--- config.mk ---
export PLATFORM = sky130hd
export DESIGN_NAME = adc_channel_sequence_select
export DESIGN_NICKNAME = d
export VERILOG_FILES = /design/src/hw/seq_select_pkg.sv /design/src/hw/sync_2ff.sv /design/src/hw/adc_channel_sequence_select.sv
export VERILOG_INCLUDE_DIRS = /design/src /design/src/hw
export SDC_FILE = /design/constraint.sdc
export NUM_CORES = 1
export LEC_CHECK = 0
export BUFFER_PORTS_ARGS = -buffer_cell sky130_fd_sc_hd__clkbuf_2
export CORE_ASPECT_RATIO = 0.75
export CORE_MARGIN = 2
export CORE_UTILIZATION = 45
export CTS_CLUSTER_DIAMETER = 80
export DETAILED_ROUTE_END_ITERATION = 10
export MAX_ROUTING_LAYER = met4
export PLACE_DENSITY = 0.85
export SKIP_LAST_GASP = 1
export SLEW_MARGIN = 20
export SYNTH_ARGS = -nofsm -noshare
export SYNTH_HDL_FRONTEND = slang
export SYNTH_SLANG_ARGS = --single-unit
--- constraint.sdc ---
create_clock -name clk -period 2.1 [get_ports clk]
set_input_delay 0.315 -clock clk [delete_from_list [all_inputs] [get_ports clk]]
set_output_delay 0.315 -clock clk [all_outputs]
set_load 0.02 [all_outputs]
--- src/hw/seq_select_cfg.svh ---
// Constants for the channel-sequence select block
`ifndef SEQ_SELECT_CFG_SVH
`define SEQ_SELECT_CFG_SVH
`define NUM_CHANNELS      4
`define CODE_WIDTH        14
`define PICK_RESET        4'h0
`define CODE_MAX          14'h1fff
`define CODE_MIN          14'h2000
`define CONV_TIME_NS      1650
`define CLK_PERIOD_NS     8
`define CONV_CYCLES       ((`CONV_TIME_NS + `CLK_PERIOD_NS - 1) / `CLK_PERIOD_NS)
`define EOC_LOW_CYCLES    4
`endif

--- src/hw/seq_select_pkg.sv ---
// Types shared by the channel-sequence select block
package seq_select_pkg;
   typedef logic [3:0] chan_set_t;
   typedef enum logic [2:0] {
      ST_IDLE = 3'b001,
      ST_CONV = 3'b010,
      ST_EOC  = 3'b100
   } seq_state_t;
endpackage

--- src/hw/sync_2ff.sv ---
// Two-flop synchroniser for a bundle of pin levels
`timescale 1ns/1ps
`default_nettype none
module sync_2ff #(
   parameter int W = 1
) (
   input  wire logic         clk,
   input  wire logic         nrst,
   input  wire logic [W-1:0] d,
   output logic      [W-1:0] q
);
   logic [W-1:0] meta_reg;
   always_ff @(posedge clk) begin
      if (!nrst) begin
         meta_reg <= '0;
         q        <= '0;
      end else begin
         meta_reg <= d;
         q        <= meta_reg;
      end
   end
endmodule
`default_nettype wire

--- src/hw/adc_channel_sequence_select.sv ---
// Channel pick, sequence capture, ordering and result coding
`include "seq_select_cfg.svh"
`timescale 1ns/1ps
`default_nettype none
module adc_channel_sequence_select (
   input  wire logic                     clk,
   input  wire logic                     nrst,
   input  wire logic                     conversion_start_n,
   input  wire logic                     source_select,
   input  wire logic [3:0]               hw_channel_pick,
   input  wire logic                     chip_select_n,
   input  wire logic                     write_n,
   input  wire logic                     read_n,
   input  wire logic [13:0]              data_line_in,
   output logic      [13:0]              data_line_out,
   output logic                          data_line_oe,
   input  wire logic [`CODE_WIDTH*`NUM_CHANNELS-1:0] sample_code,
   output logic                          busy,
   output logic                          end_of_conversion_n,
   output logic      [1:0]               conv_channel,
   output logic      [`CODE_WIDTH-1:0]   result_code,
   output logic                          result_valid
);
   // ************************************************************
   // Pin synchronisation
   // ************************************************************
   // Start goes through inverted so that its idle level matches the
   // flops' reset value; a plain copy would show a false start edge
   // two cycles after reset
   logic [8:0] pins_s;
   sync_2ff #(.W(9)) u_sync (
      .clk  (clk),
      .nrst (nrst),
      .d    ({~conversion_start_n, source_select, hw_channel_pick,
              chip_select_n, write_n, read_n}),
      .q    (pins_s)
   );
   wire        cstart_s = !pins_s[8];
   wire        srcsel_s = pins_s[7];
   wire [3:0]  hwpick_s = pins_s[6:3];
   wire        cs_n_s   = pins_s[2];
   wire        wr_n_s   = pins_s[1];
   wire        rd_n_s   = pins_s[0];

   // Data lines pass two stages like the strobes, so the stored bits
   // are the ones that stood on the first synced sample with the window closed
   logic [3:0] data_low_d1_reg;
   logic [3:0] data_low_d2_reg;

   // ************************************************************
   // Channel pick register
   // ************************************************************
   seq_select_pkg::chan_set_t channel_pick_register;
   logic                      wr_active_reg;
   logic                      cstart_d_reg;
   // A write lands when the synced window closes, i.e. on the strobe's
   // rising edge; the data taps trail the pins by the same two stages
   wire  wr_window   = !cs_n_s && !wr_n_s && rd_n_s;
   wire  wr_rise     = wr_active_reg && !wr_window;
   wire  start_rise  = cstart_s && !cstart_d_reg;

   always_ff @(posedge clk) begin
      if (!nrst) begin
         data_low_d1_reg <= 4'h0;
         data_low_d2_reg <= 4'h0;
      end else begin
         data_low_d1_reg <= data_line_in[3:0];
         data_low_d2_reg <= data_low_d1_reg;
      end
   end

   always_ff @(posedge clk) begin
      if (!nrst) begin
         wr_active_reg         <= 1'b0;
         channel_pick_register <= `PICK_RESET;
         cstart_d_reg          <= 1'b1;
      end else begin
         wr_active_reg <= wr_window;
         cstart_d_reg  <= cstart_s;
         if (wr_rise)
            channel_pick_register <= data_low_d2_reg;
      end
   end

   // Lines are never driven: reads of results are outside this block
   assign data_line_out = 14'h0000;
   assign data_line_oe  = 1'b0;

   // ************************************************************
   // Sequence capture and ordering
   // ************************************************************
   wire [3:0] mux_set = srcsel_s ? channel_pick_register
                                 : hwpick_s;

   function automatic logic [2:0] next_chan(input logic [3:0] set,
                                            input logic [2:0] from);
      logic [2:0] r;
      r = 3'h4;
      for (int i = 3; i >= 0; i--)
         if (set[i] && (3'(i) >= from))
            r = 3'(i);
      return r;
   endfunction

   seq_select_pkg::seq_state_t state_reg;
   seq_select_pkg::seq_state_t state_next;
   seq_select_pkg::chan_set_t  held_set_reg;
   logic [2:0]                 chan_reg;
   logic [2:0]                 chan_next;
   logic [11:0]                cnt_reg;
   logic [11:0]                cnt_next;

   wire [2:0] first_chan = next_chan(mux_set, 3'h0);
   wire [2:0] after_chan = next_chan(held_set_reg, chan_reg + 3'h1);
   wire       conv_done  = (cnt_reg == 12'h000);
   wire       seq_idle   = (state_reg == seq_select_pkg::ST_IDLE);
   wire       seq_conv   = (state_reg == seq_select_pkg::ST_CONV);
   wire       start_take = seq_idle && start_rise;

   always_comb begin
      state_next = state_reg;
      chan_next  = chan_reg;
      cnt_next   = (cnt_reg == 12'h000) ? 12'h000 : cnt_reg - 12'h001;
      case (state_reg)
         seq_select_pkg::ST_IDLE: begin
            if (start_rise && first_chan != 3'h4) begin
               state_next = seq_select_pkg::ST_CONV;
               chan_next  = first_chan;
               cnt_next   = 12'(`CONV_CYCLES - 1);
            end
         end
         seq_select_pkg::ST_CONV: begin
            if (conv_done) begin
               state_next = seq_select_pkg::ST_EOC;
               cnt_next   = 12'(`EOC_LOW_CYCLES - 1);
            end
         end
         seq_select_pkg::ST_EOC: begin
            if (conv_done) begin
               if (after_chan == 3'h4) begin
                  state_next = seq_select_pkg::ST_IDLE;
               end else begin
                  state_next = seq_select_pkg::ST_CONV;
                  chan_next  = after_chan;
                  cnt_next   = 12'(`CONV_CYCLES - 1);
               end
            end
         end
         default: begin
            state_next = seq_select_pkg::ST_IDLE;
         end
      endcase
   end

   always_ff @(posedge clk) begin
      if (!nrst) begin
         state_reg    <= seq_select_pkg::ST_IDLE;
         chan_reg     <= 3'h0;
         cnt_reg      <= 12'h000;
         held_set_reg <= 4'h0;
      end else begin
         state_reg <= state_next;
         chan_reg  <= chan_next;
         cnt_reg   <= cnt_next;
         if (start_take)
            held_set_reg <= mux_set;
      end
   end

   // ************************************************************
   // Status outputs
   // ************************************************************
   // Busy and end-of-conversion follow the next state, so both move on
   // the same edge as the state register, with no extra cycle of lag
   wire result_take = seq_conv && conv_done;

   always_ff @(posedge clk) begin
      if (!nrst) begin
         busy                <= 1'b0;
         end_of_conversion_n <= 1'b1;
         conv_channel        <= 2'h0;
      end else begin
         busy <= (state_next != seq_select_pkg::ST_IDLE);
         end_of_conversion_n <=
            (state_next != seq_select_pkg::ST_EOC);
         conv_channel <= chan_next[1:0];
      end
   end

   // ************************************************************
   // Result coding
   // ************************************************************
   // Code is passed as signed two's complement, untouched; the width
   // is fixed, so no code outside the signed range can appear
   wire [`CODE_WIDTH-1:0] sel_code =
      sample_code[chan_reg[1:0]*`CODE_WIDTH +: `CODE_WIDTH];

   always_ff @(posedge clk) begin
      if (!nrst) begin
         result_code  <= 14'h0000;
         result_valid <= 1'b0;
      end else begin
         result_valid <= result_take;
         if (result_take)
            result_code <= sel_code;
      end
   end
endmodule
`default_nettype wire

==> flow_summary_export.csv, run 1 <==
group,metric,value,unit
placement,dpl_cell_area,0.00375,mm²
worst_setup_path,cp_max_fo,6,
hold_path,holdCritStartpoint,"conversion_start_n",
placement,dp_hpwl,4950,µm
synth,synthTopCellsByCount,"71 x dfxtp_1, 50 x nand2_1, 25 x and2_1",
die,die_h,78.3,µm
clocking,cts_tree,"yes",
die,die_w,103,µm
worst_setup_path,rrSetupSlack,0.19,ns
power,cellPowerDensity,842,mW/mm²
cells_and_area,num-fill-cells,643,
timing,hold_viol,0,
die,start_util,45.8,%
timing,max_slew_margin,63.0,%
detailed_routing,drt_iter0_drc,130,
worst_setup_path,worstPathRequired,2.34,ns
clocking,clk_pin_slew,0.08,ns
global_route,grt_pass1_wl,10700,µm
detailed_routing,drtAntennaViolNets,0,
synth,synth_edf_count,0,
power,max-vdd-ir-drop,0.454,mV
cells_and_area,multi_input_area,0.00169,mm²
worst_setup_path,endpoint_kind,"flop",
synth,synth_area,0.00331,mm²
synth,synth_flop_cell,"dfxtp_1",
timing,drv_slew,0,
clocking,clock_path_buffers,2,
global_route,grt_pass1_vias,2387,
synth,synth_seq_cells,71,
synth,synth.area.top_cells,"dfxtp_1 43%, mux4_2 9.5%, nand2_1 5.7%",
synth,yosysTopAreaCell,"dfxtp_1",
clocking,clock_sinks,71,
worst_setup_path,worst_setup_path_start_kind,"flop",
hold_path,holdCritPathClass,"in -> reg",
detailed_routing,drc,0,
cells_and_area,largest_reg_flops,14,
timing,grt_setup_unrepaired,"no",
global_route,overflow,0,
detailed_routing,wl,6610,µm
placement,io_buffers,89,
synth,yosysSeqAreaShare,42.9,%
cells_and_area,syn2layout_area_growth,19.3,%
job,max-cap-violations,0,
die,coreArea,0.00723,mm²
detailed_routing,vias,2575,
placement,place.gp.congestion,0.856,
timing,finalCritPeriodShare,91.1,%
cells_and_area,seqCellArea,0.00142,mm²
power,p_leak,1.69,nW
cells_and_area,fin_area,0.00395,mm²
worst_setup_path,critical_path_class,"reg -> reg",
global_route,antenna_found_initial,0,
cells_and_area,diodes,0,
die,rows,27,
run_status,status,"finished, final reports clean",
clocking,cts_root_buf,"clkbuf_8",
detailed_routing,wl_per_cell,12.6,µm
detailed_routing,first_pass_iters,4,
synth,yosysMostFrequentCell,"dfxtp_1",
die,die_area,0.00808,mm²
clocking,cts_max_level,3,
timing,fmax,522,MHz
synth,avgSynthCellArea,9.98,µm²
clocking,numCtsBuffers,9,
global_route,grt.total_usage,17.4,%
synth,netlist_instances,332,
die,ios,115,
worst_setup_path,crit_path_start,"conv_channel[1]$_SDFFE_PN0P_",
global_route,grt_max_degree,50,
timing,fin_tns_setup,0,ns
clocking,clk_latency,0.34,ns
synth,synth_top_area_share,42.9,%
synth,synth.distinct_cells,58,
cells_and_area,drive_above_1_share,34.8,%
synth,yosysWarnings,0,
timing,finalSetupViolations,0,
timing,tightest_slew,0.550,ns
worst_setup_path,rr_startpoint,"conv_channel[1]$_SDFFE_PN0P_",
detailed_routing,vias_per_cell,4.91,
worst_setup_path,worstPathArrival,2.15,ns
synth,async_flop_share,0,%
cells_and_area,final_nets,503,
timing,final.min_clock_period,1.91,ns
timing,finalClockSkew,0.00686,ns
==> layer usage <==
metal,track usage [%],routed length [µm],up-vias,share of wire [%]
li1,-,-,1290,-
met3,6.14,384,5,5.8
met4,4.21,54,0,0.82
met2,28.0,3360,78,51
met1,21.1,2820,1202,43
met5,-,0,-,0
==> cells in the final DEF, fill, tap and decap left out, types with 2 or more instances in the layout <==
cell,instances
clkbuf_2,89
dfxtp_1,71
nand2_1,50
and2_1,25
conb_1,15
mux4_2,14
nor2_1,13
o21ai_0,11
a21boi_2,10
a21oi_1,9
clkbuf_8,9
xnor2_1,8
a21boi_0,8
inv_1,7
o211a_1,6
buf_4,6
nand2b_1,5
mux2i_1,5
nor3_1,4
nand3_1,4
ha_1,4
and3_1,3
nor3b_1,2
nor4_1,2
nor2b_1,2
nand3b_1,2
o211ai_1,2
inv_6,2
==> critical path: stages (launching register included) <==
cell     delay (ns)
dfxtp_1        0.43
inv_1          0.06
ha_1           0.37
a21oi_1        0.09
o211a_1        0.27
nor3_4         0.25
nor2_2         0.10
o211a_1        0.24
==> area by class of cell <==
type	count	area share, %
clock buffers	10	3.23
inverters	7	0.665
repair buffers	95	12.4
clock inverters	6	1.74
flip-flops and latches	71	36.0
well taps	101	3.20
multi-input cells	234	42.8
==> worst paths after layout <==
path	endpoint	cells past startpoint
worst max-delay path	conv_channel[0]$_SDFFE_PN0P_	7
worst min register to register	data_low_d2_reg[2]$_SDFF_PN0_	1
worst min-delay path	u_sync.meta_reg[8]$_SDFF_PN0_	2
worst max register to register	conv_channel[0]$_SDFFE_PN0P_	7
==> power breakdown <==
part           total, mW  switching [mW]  internal (mW)  leakage [nW]
Combinational      0.711           0.369          0.342          1.02
Sequential          1.55          0.0962           1.45         0.580
Clock               1.07           0.512          0.557        0.0973
Total               3.33           0.978           2.35          1.69
==> stage by stage <==
stage	util [%]	hold WS [ns]	power [mW]	cells	setup WS, ns
finish	54.7	0.126	3.33	524	0.186
CTS	54.6	0.111	3.33	523	0.129
floorplan	-	0.387	2.12	346	0.0236
global placement	51.8	0.415	2.21	507	0.257
global route	54.7	0.106	3.52	524	0.0307
detailed placement	51.8	0.418	2.26	507	0.175
==> cells by family after synthesis <==
logic type	share of synthesized area [%]
fa+ha+maj	1.51
simple gates	20.8
xor+xnor	2.38
compound gates	13.6
mux	11.0
flops	42.9
other cells	0.113
buf+inv	7.70
==> timing repair <==
item | in CTS | in global routing
buffers inserted | 0 | 1
endpoints found under the setup margin | 0 | 4
resized for setup | 0 | 1
hold buffers | 0 | 0
(Power assumes the default switching activity.)
==> inputs of run 2 (changes only) <==
--- a/config.mk
+++ b/config.mk
@@ -10,9 +10,8 @@
 export CORE_ASPECT_RATIO = 0.75
 export CORE_MARGIN = 2
 export CORE_UTILIZATION = 45
-export CTS_CLUSTER_DIAMETER = 80
+export CTS_CLUSTER_DIAMETER = 40
 export DETAILED_ROUTE_END_ITERATION = 10
-export MAX_ROUTING_LAYER = met4
 export PLACE_DENSITY = 0.85
 export SKIP_LAST_GASP = 1
 export SLEW_MARGIN = 20
==> run 2 against run 1 <==
  * First-iteration DRC count up 22%
  * Total power up 0.18%
  * Count of clock-buffer cells in the layout unchanged
  * Clock power about the same
  * Combinational power about the same
  * Die area unchanged
  * Sequential share of layout area unchanged
  * Clock skew up 0.0016 ns
  * Register-to-register slack about the same
==> flow_summary_export.csv, run 2 (synthesized netlist as in run 1, its figures left out) <==
group,metric,value,unit
job,max-cap-violations,0,
timing,worst_slack,0.189,ns
die,die_w,103,µm
power,pwr-share-comb,21.3,%
global_route,grt_pass1_wl,10700,µm
cells_and_area,instances_no_fill,524,
power,swShare,29.5,%
clocking,cts_tree,"yes",
placement,io_buffers,89,
cells_and_area,syn2layout_area_growth,19.3,%
hold_path,holdCritPathClass,"in -> reg",
clocking,clk_latency,0.34,ns
die,ios,115,
worst_setup_path,worstPathArrival,2.15,ns
die,rows,27,
clocking,clock_sinks,71,
power,max-vdd-ir-drop,0.461,mV
cells_and_area,drive_above_1_share,34.8,%
detailed_routing,vias,2569,
die,coreArea,0.00723,mm²
die,start_util,45.8,%
timing,drv_slew,0,
die,die_area,0.00808,mm²
worst_setup_path,rr_startpoint,"conv_channel[1]$_SDFFE_PN0P_",
die,die_h,78.3,µm
detailed_routing,first_pass_iters,5,
power,p_int,2.35,mW
hold_path,worst_hold_path.num_cells,2,
clocking,numCtsBuffers,9,
cells_and_area,fin_area,0.00395,mm²
timing,finalClockSkew,0.00847,ns
power,p_sw,0.984,mW
timing,finalCritPeriodShare,91.0,%
global_route,grt_max_degree,50,
detailed_routing,drc,0,
global_route,grt.total_usage,17.0,%
global_route,overflow,0,
cells_and_area,diodes,0,
detailed_routing,drt_iter0_drc,159,
cells_and_area,largest_reg_flops,14,
power,cellPowerDensity,843,mW/mm²
timing,finalSetupViolations,0,
placement,place_inst,507,
detailed_routing,wl,6580,µm
hold_path,hold-path-endpoint,"u_sync.meta_reg[8]$_SDFF_PN0_",
clocking,cts_root_buf,"clkbuf_8",
timing,fin_tns_setup,0,ns
detailed_routing,drtAntennaViolNets,0,
worst_setup_path,rrSetupSlack,0.19,ns
cells_and_area,final_cell_mix,"89 x clkbuf_2, 71 x dfxtp_1, 50 x nand2_1, 25 x and2_1, 15 x conb_1",
timing,final.min_clock_period,1.91,ns
power,p_clk_share,32.3,%
cells_and_area,multi_input_area,0.00169,mm²
clocking,clk_pin_slew,0.08,ns
global_route,antenna_found_initial,0,
cells_and_area,final_nets,503,
run_status,status,"finished, final reports clean",
timing,max_slew_margin,62.5,%
cells_and_area,seqCellArea,0.00142,mm²
cells_and_area,layout_commonest_cell,"clkbuf_2",
power,p_leak,1.69,nW
timing,fmax,523,MHz
clocking,cts_max_level,3,
worst_setup_path,worstPathRequired,2.34,ns
detailed_routing,vias_per_cell,4.90,
worst_setup_path,worst_setup_path_start_kind,"flop",
placement,dpl_cell_area,0.00375,mm²
timing,hold_viol,0,
global_route,grt_pass1_vias,2386,
timing,grt_setup_unrepaired,"no",
placement,dp_hpwl,4950,µm
placement,pre_cts_slack,0.175,ns
worst_setup_path,critical_path_class,"reg -> reg",
worst_setup_path,cp_max_fo,6,
hold_path,holdCritStartpoint,"conversion_start_n",
power,p_seq_share,46.4,%
clocking,clock_path_buffers,2,
worst_setup_path,reg2reg_depth,7,
clocking,cts_hold_buf,0,
cells_and_area,num-fill-cells,643,
placement,place.gp.congestion,0.843,
worst_setup_path,reg2reg_to,"conv_channel[0]$_SDFFE_PN0P_",
worst_setup_path,endpoint_kind,"flop",
timing,tightest_slew,0.558,ns
detailed_routing,wl_per_cell,12.6,µm
==> run 2: through the flow <==
| step | hold WS, ns | util (%) | power, mW |
|---|---|---|---|
| 2_1_floorplan | 0.387 | - | 2.12 |
| 3_3_place_gp | 0.415 | 51.8 | 2.21 |
| 3_5_place_dp | 0.418 | 51.8 | 2.26 |
| 4_1_cts | 0.111 | 54.6 | 3.33 |
| 5_1_grt | 0.106 | 54.7 | 3.53 |
| 6_report | 0.122 | 54.7 | 3.33 |
==> run 2: worst max-delay path, cell delays in order, from the launching register on <==
cell,delay (ns)
dfxtp_1,0.43
inv_1,0.06
ha_1,0.36
a21oi_1,0.09
o211a_1,0.27
nor3_4,0.25
nor2_2,0.10
o211a_1,0.24
==> run 2: cell type report <==
| class | count | area share (%) |
|---|---|---|
| sequential | 71 | 36.0 |
| multi-input combinational | 234 | 42.8 |
| clock buffer | 10 | 3.23 |
| timing repair buffer | 95 | 12.4 |
| tap | 101 | 3.20 |
| inverter | 7 | 0.665 |
| clock inverter | 6 | 1.74 |
==> run 2: how the worst max path moves through the flow <==
stage                                       startpoint                           end  slack [ns]  depth (start not counted)
final                     conv_channel[1]$_SDFFE_PN0P_  conv_channel[0]$_SDFFE_PN0P_        0.19                          7
after global routing             cnt_reg[0]$_SDFF_PN0_  conv_channel[0]$_SDFFE_PN0P_        0.03                          8
after CTS                        cnt_reg[0]$_SDFF_PN0_  conv_channel[0]$_SDFFE_PN0P_        0.13                          7
after detailed placement         cnt_reg[0]$_SDFF_PN0_  conv_channel[0]$_SDFFE_PN0P_        0.18                          7
after global placement           cnt_reg[0]$_SDFF_PN0_  conv_channel[0]$_SDFFE_PN0P_        0.26                          7
after floorplan           conv_channel[1]$_SDFFE_PN0P_  conv_channel[0]$_SDFFE_PN0P_        0.02                          9
==> run 2: layer usage <==
layer | global-route usage [%] | part of all wire, % | up-vias
li1 | - | - | 1288
met1 | 21.2 | 43 | 1191
met2 | 28.0 | 50 | 78
met3 | 6.14 | 6.3 | 12
met4 | 4.21 | 1.2 | 0
met5 | 0 | 0 | -
==> run 2: what timing repair did <==
item,4_1_cts,5_1_grt
resized for setup,0,1
endpoints found under the setup margin,0,4
hold endpoints to repair,0,0
buffers inserted,0,1
==> run 2: power groups by stage <==
stage,Combinational (mW),Clock [mW],Sequential (mW)
6_report,0.711,1.08,1.54
3_5_place_dp,0.681,0,1.58
5_1_grt,0.795,1.17,1.56
3_3_place_gp,0.649,0,1.56
2_1_floorplan,0.569,0,1.55
4_1_cts,0.688,1.10,1.54
==> inputs of run 3 (changes only) <==
--- a/config.mk
+++ b/config.mk
@@ -9,10 +9,10 @@
 export BUFFER_PORTS_ARGS = -buffer_cell sky130_fd_sc_hd__clkbuf_2
 export CORE_ASPECT_RATIO = 0.75
 export CORE_MARGIN = 2
-export CORE_UTILIZATION = 45
-export CTS_CLUSTER_DIAMETER = 40
+export CORE_UTILIZATION = 35
+export CTS_CLUSTER_DIAMETER = 200
 export DETAILED_ROUTE_END_ITERATION = 10
-export PLACE_DENSITY = 0.85
+export PLACE_DENSITY = 0.71
 export SKIP_LAST_GASP = 1
 export SLEW_MARGIN = 20
 export SYNTH_ARGS = -nofsm -noshare
==> run 3 against run 2 <==
  * First-iteration DRC count decreased by 50%
  * Sequential share of layout area decreased by 1.1 points
  * Via count decreased by 1.3%
  * Largest cell class unchanged
  * Largest power group unchanged
==> flow_summary_export.csv, run 3 (synthesized netlist as in run 1, its figures left out) <==
group,metric,value,unit
cells_and_area,syn2layout_area_growth,23.2,%
clocking,numCtsBuffers,9,
clocking,cts_root_buf,"clkbuf_16",
job,max-cap-violations,0,
die,die_w,116,µm
worst_setup_path,worst_setup_path_start_kind,"flop",
global_route,busiest_layer,"met2",
worst_setup_path,path_buf_inv,1,
global_route,use_met3,5.07,%
timing,finalSetupViolations,0,
global_route,grt_pass1_wl,10700,µm
global_route,overflow,0,
placement,pre_cts_slack,0.162,ns
placement,place.gp.congestion,0.849,
detailed_routing,drc,0,
cells_and_area,layout_commonest_cell,"clkbuf_2",
placement,io_buffers,89,
worst_setup_path,endpoint_kind,"flop",
cells_and_area,final_cell_mix,"89 x clkbuf_2, 71 x dfxtp_1, 50 x nand2_1, 25 x and2_1, 15 x conb_1",
hold_path,holdCritPathClass,"in -> reg",
cells_and_area,drive_above_1_share,34.8,%
clocking,cts_hold_buf,0,
clocking,clock_sinks,71,
timing,grt_setup_unrepaired,"no",
global_route,antenna_found_initial,0,
global_route,met1_usage,15.7,%
timing,tightest_slew,0.507,ns
detailed_routing,vias_per_cell,4.58,
global_route,grt_max_degree,32,
clocking,postCtsSetupRepairBufs,0,
clocking,clock_path_buffers,2,
detailed_routing,drtAntennaViolNets,0,
detailed_routing,wl_per_cell,12.3,µm
worst_setup_path,rr_startpoint,"conv_channel[1]$_SDFFE_PN0P_",
worst_setup_path,cpPeakStageDelay,0.40,ns
worst_setup_path,worstPathArrival,2.12,ns
global_route,grt.total_usage,13.8,%
clocking,cts_resized,0,
power,max-vdd-ir-drop,0.431,mV
die,die_area,0.0103,mm²
worst_setup_path,cp_max_fo,6,
cells_and_area,diodes,0,
timing,finalCritPeriodShare,90.3,%
hold_path,holdCritStartpoint,"conversion_start_n",
timing,max_slew_margin,65.9,%
timing,drv_slew,0,
worst_setup_path,cpMaxStageDelayCell,"dfxtp_1",
detailed_routing,drt_iter0_drc,80,
die,die_h,88.3,µm
clocking,cts_tree,"yes",
detailed_routing,vias,2535,
die,start_util,36.3,%
timing,fmax,527,MHz
timing,worst_slack,0.203,ns
cells_and_area,largest_reg_flops,14,
placement,dp_hpwl,5220,µm
worst_setup_path,crit_chain,"inv_1, ha_1, a21oi_1, o211a_1, nor3_4, nor2_2, o211a_1",
global_route,met2_usage,23.3,%
clocking,clk_latency,0.33,ns
detailed_routing,first_pass_iters,4,
timing,hold_viol,0,
worst_setup_path,critPathTopFamily,"compound AO/OA/AOI/OAI gates",
worst_setup_path,worstPathRequired,2.33,ns
timing,final.min_clock_period,1.90,ns
run_status,status,"finished, final reports clean",
timing,fin_tns_setup,0,ns
detailed_routing,wl,6820,µm
power,p_leak,1.74,nW
die,rows,30,
clocking,clk_pin_slew,0.05,ns
power,cellPowerDensity,889,mW/mm²
clocking,cts_max_level,3,
timing,finalClockSkew,0.00600,ns
die,ios,115,
placement,place_inst,537,
cells_and_area,num-fill-cells,854,
die,coreArea,0.00912,mm²
timing,whs,0.150,ns
worst_setup_path,crit_path_start,"conv_channel[1]$_SDFFE_PN0P_",
global_route,grt_pass1_vias,2417,
worst_setup_path,cp_common_cell,"o211a_1",
worst_setup_path,critical_path_class,"reg -> reg",
cells_and_area,final_nets,505,
cells_and_area,instances_no_fill,553,
run 3: cell count changes in the layout (fill, tap and decap cells not counted):
cell	before	now
inv_6	2	0
clkinv_2	1	2
clkbuf_16	0	9
clkbuf_1	1	2
clkbuf_8	9	2
clkinv_4	1	0
buf_4	6	8
bufinv_16	1	0
run 3: final cells by class:
type	count	area (µm²)	area share (%)
Multi-Input combinational cell	234	1690	41.4
Sequential cell	71	1420	34.8
Timing Repair Buffer	97	505	12.4
Clock buffer	13	260	6.37
Tap cell	128	160	3.92
Inverter	7	26.3	0.644
Clock inverter	3	17.5	0.429
run 3: layer usage:
| metal | routed length [µm] | vias up |
|---|---|---|
| met4 | 116 | 0 |
| met1 | 2960 | 1166 |
| li1 | - | 1293 |
| met5 | 0 | - |
| met3 | 395 | 10 |
| met2 | 3350 | 66 |
run 3: where the power goes:
group	internal (mW)	switching [mW]	leakage, nW	total (mW)
sequential	1.45	0.0921	0.580	1.55
clock	0.859	0.533	0.136	1.39
combinational	0.344	0.347	1.03	0.691
total	2.66	0.972	1.74	3.63
run 3: per-stage QoR:
step,instance area [µm²],utilization (%),total power [mW]
2_1_floorplan,3370,-,2.12
5_1_grt,4080,44.8,3.84
3_3_place_gp,3800,41.7,2.23
4_1_cts,4080,44.7,3.68
3_5_place_dp,3800,41.7,2.26
6_report,4080,44.8,3.63
run 3: worst paths after layout:
kind,to,slack [ns],depth (start not counted)
worst max-delay path,conv_channel[0]$_SDFFE_PN0P_,0.20,7
worst min-delay path,u_sync.meta_reg[8]$_SDFF_PN0_,0.15,2
worst max register to register,conv_channel[0]$_SDFFE_PN0P_,0.20,7
worst min register to register,data_low_d2_reg[0]$_SDFF_PN0_,0.43,1
run 3: worst reg2reg max path: stages (launching register included):
cell     delay [ns]
dfxtp_1        0.40
inv_1          0.07
ha_1           0.37
a21oi_1        0.09
o211a_1        0.28
nor3_4         0.26
nor2_2         0.09
o211a_1        0.23
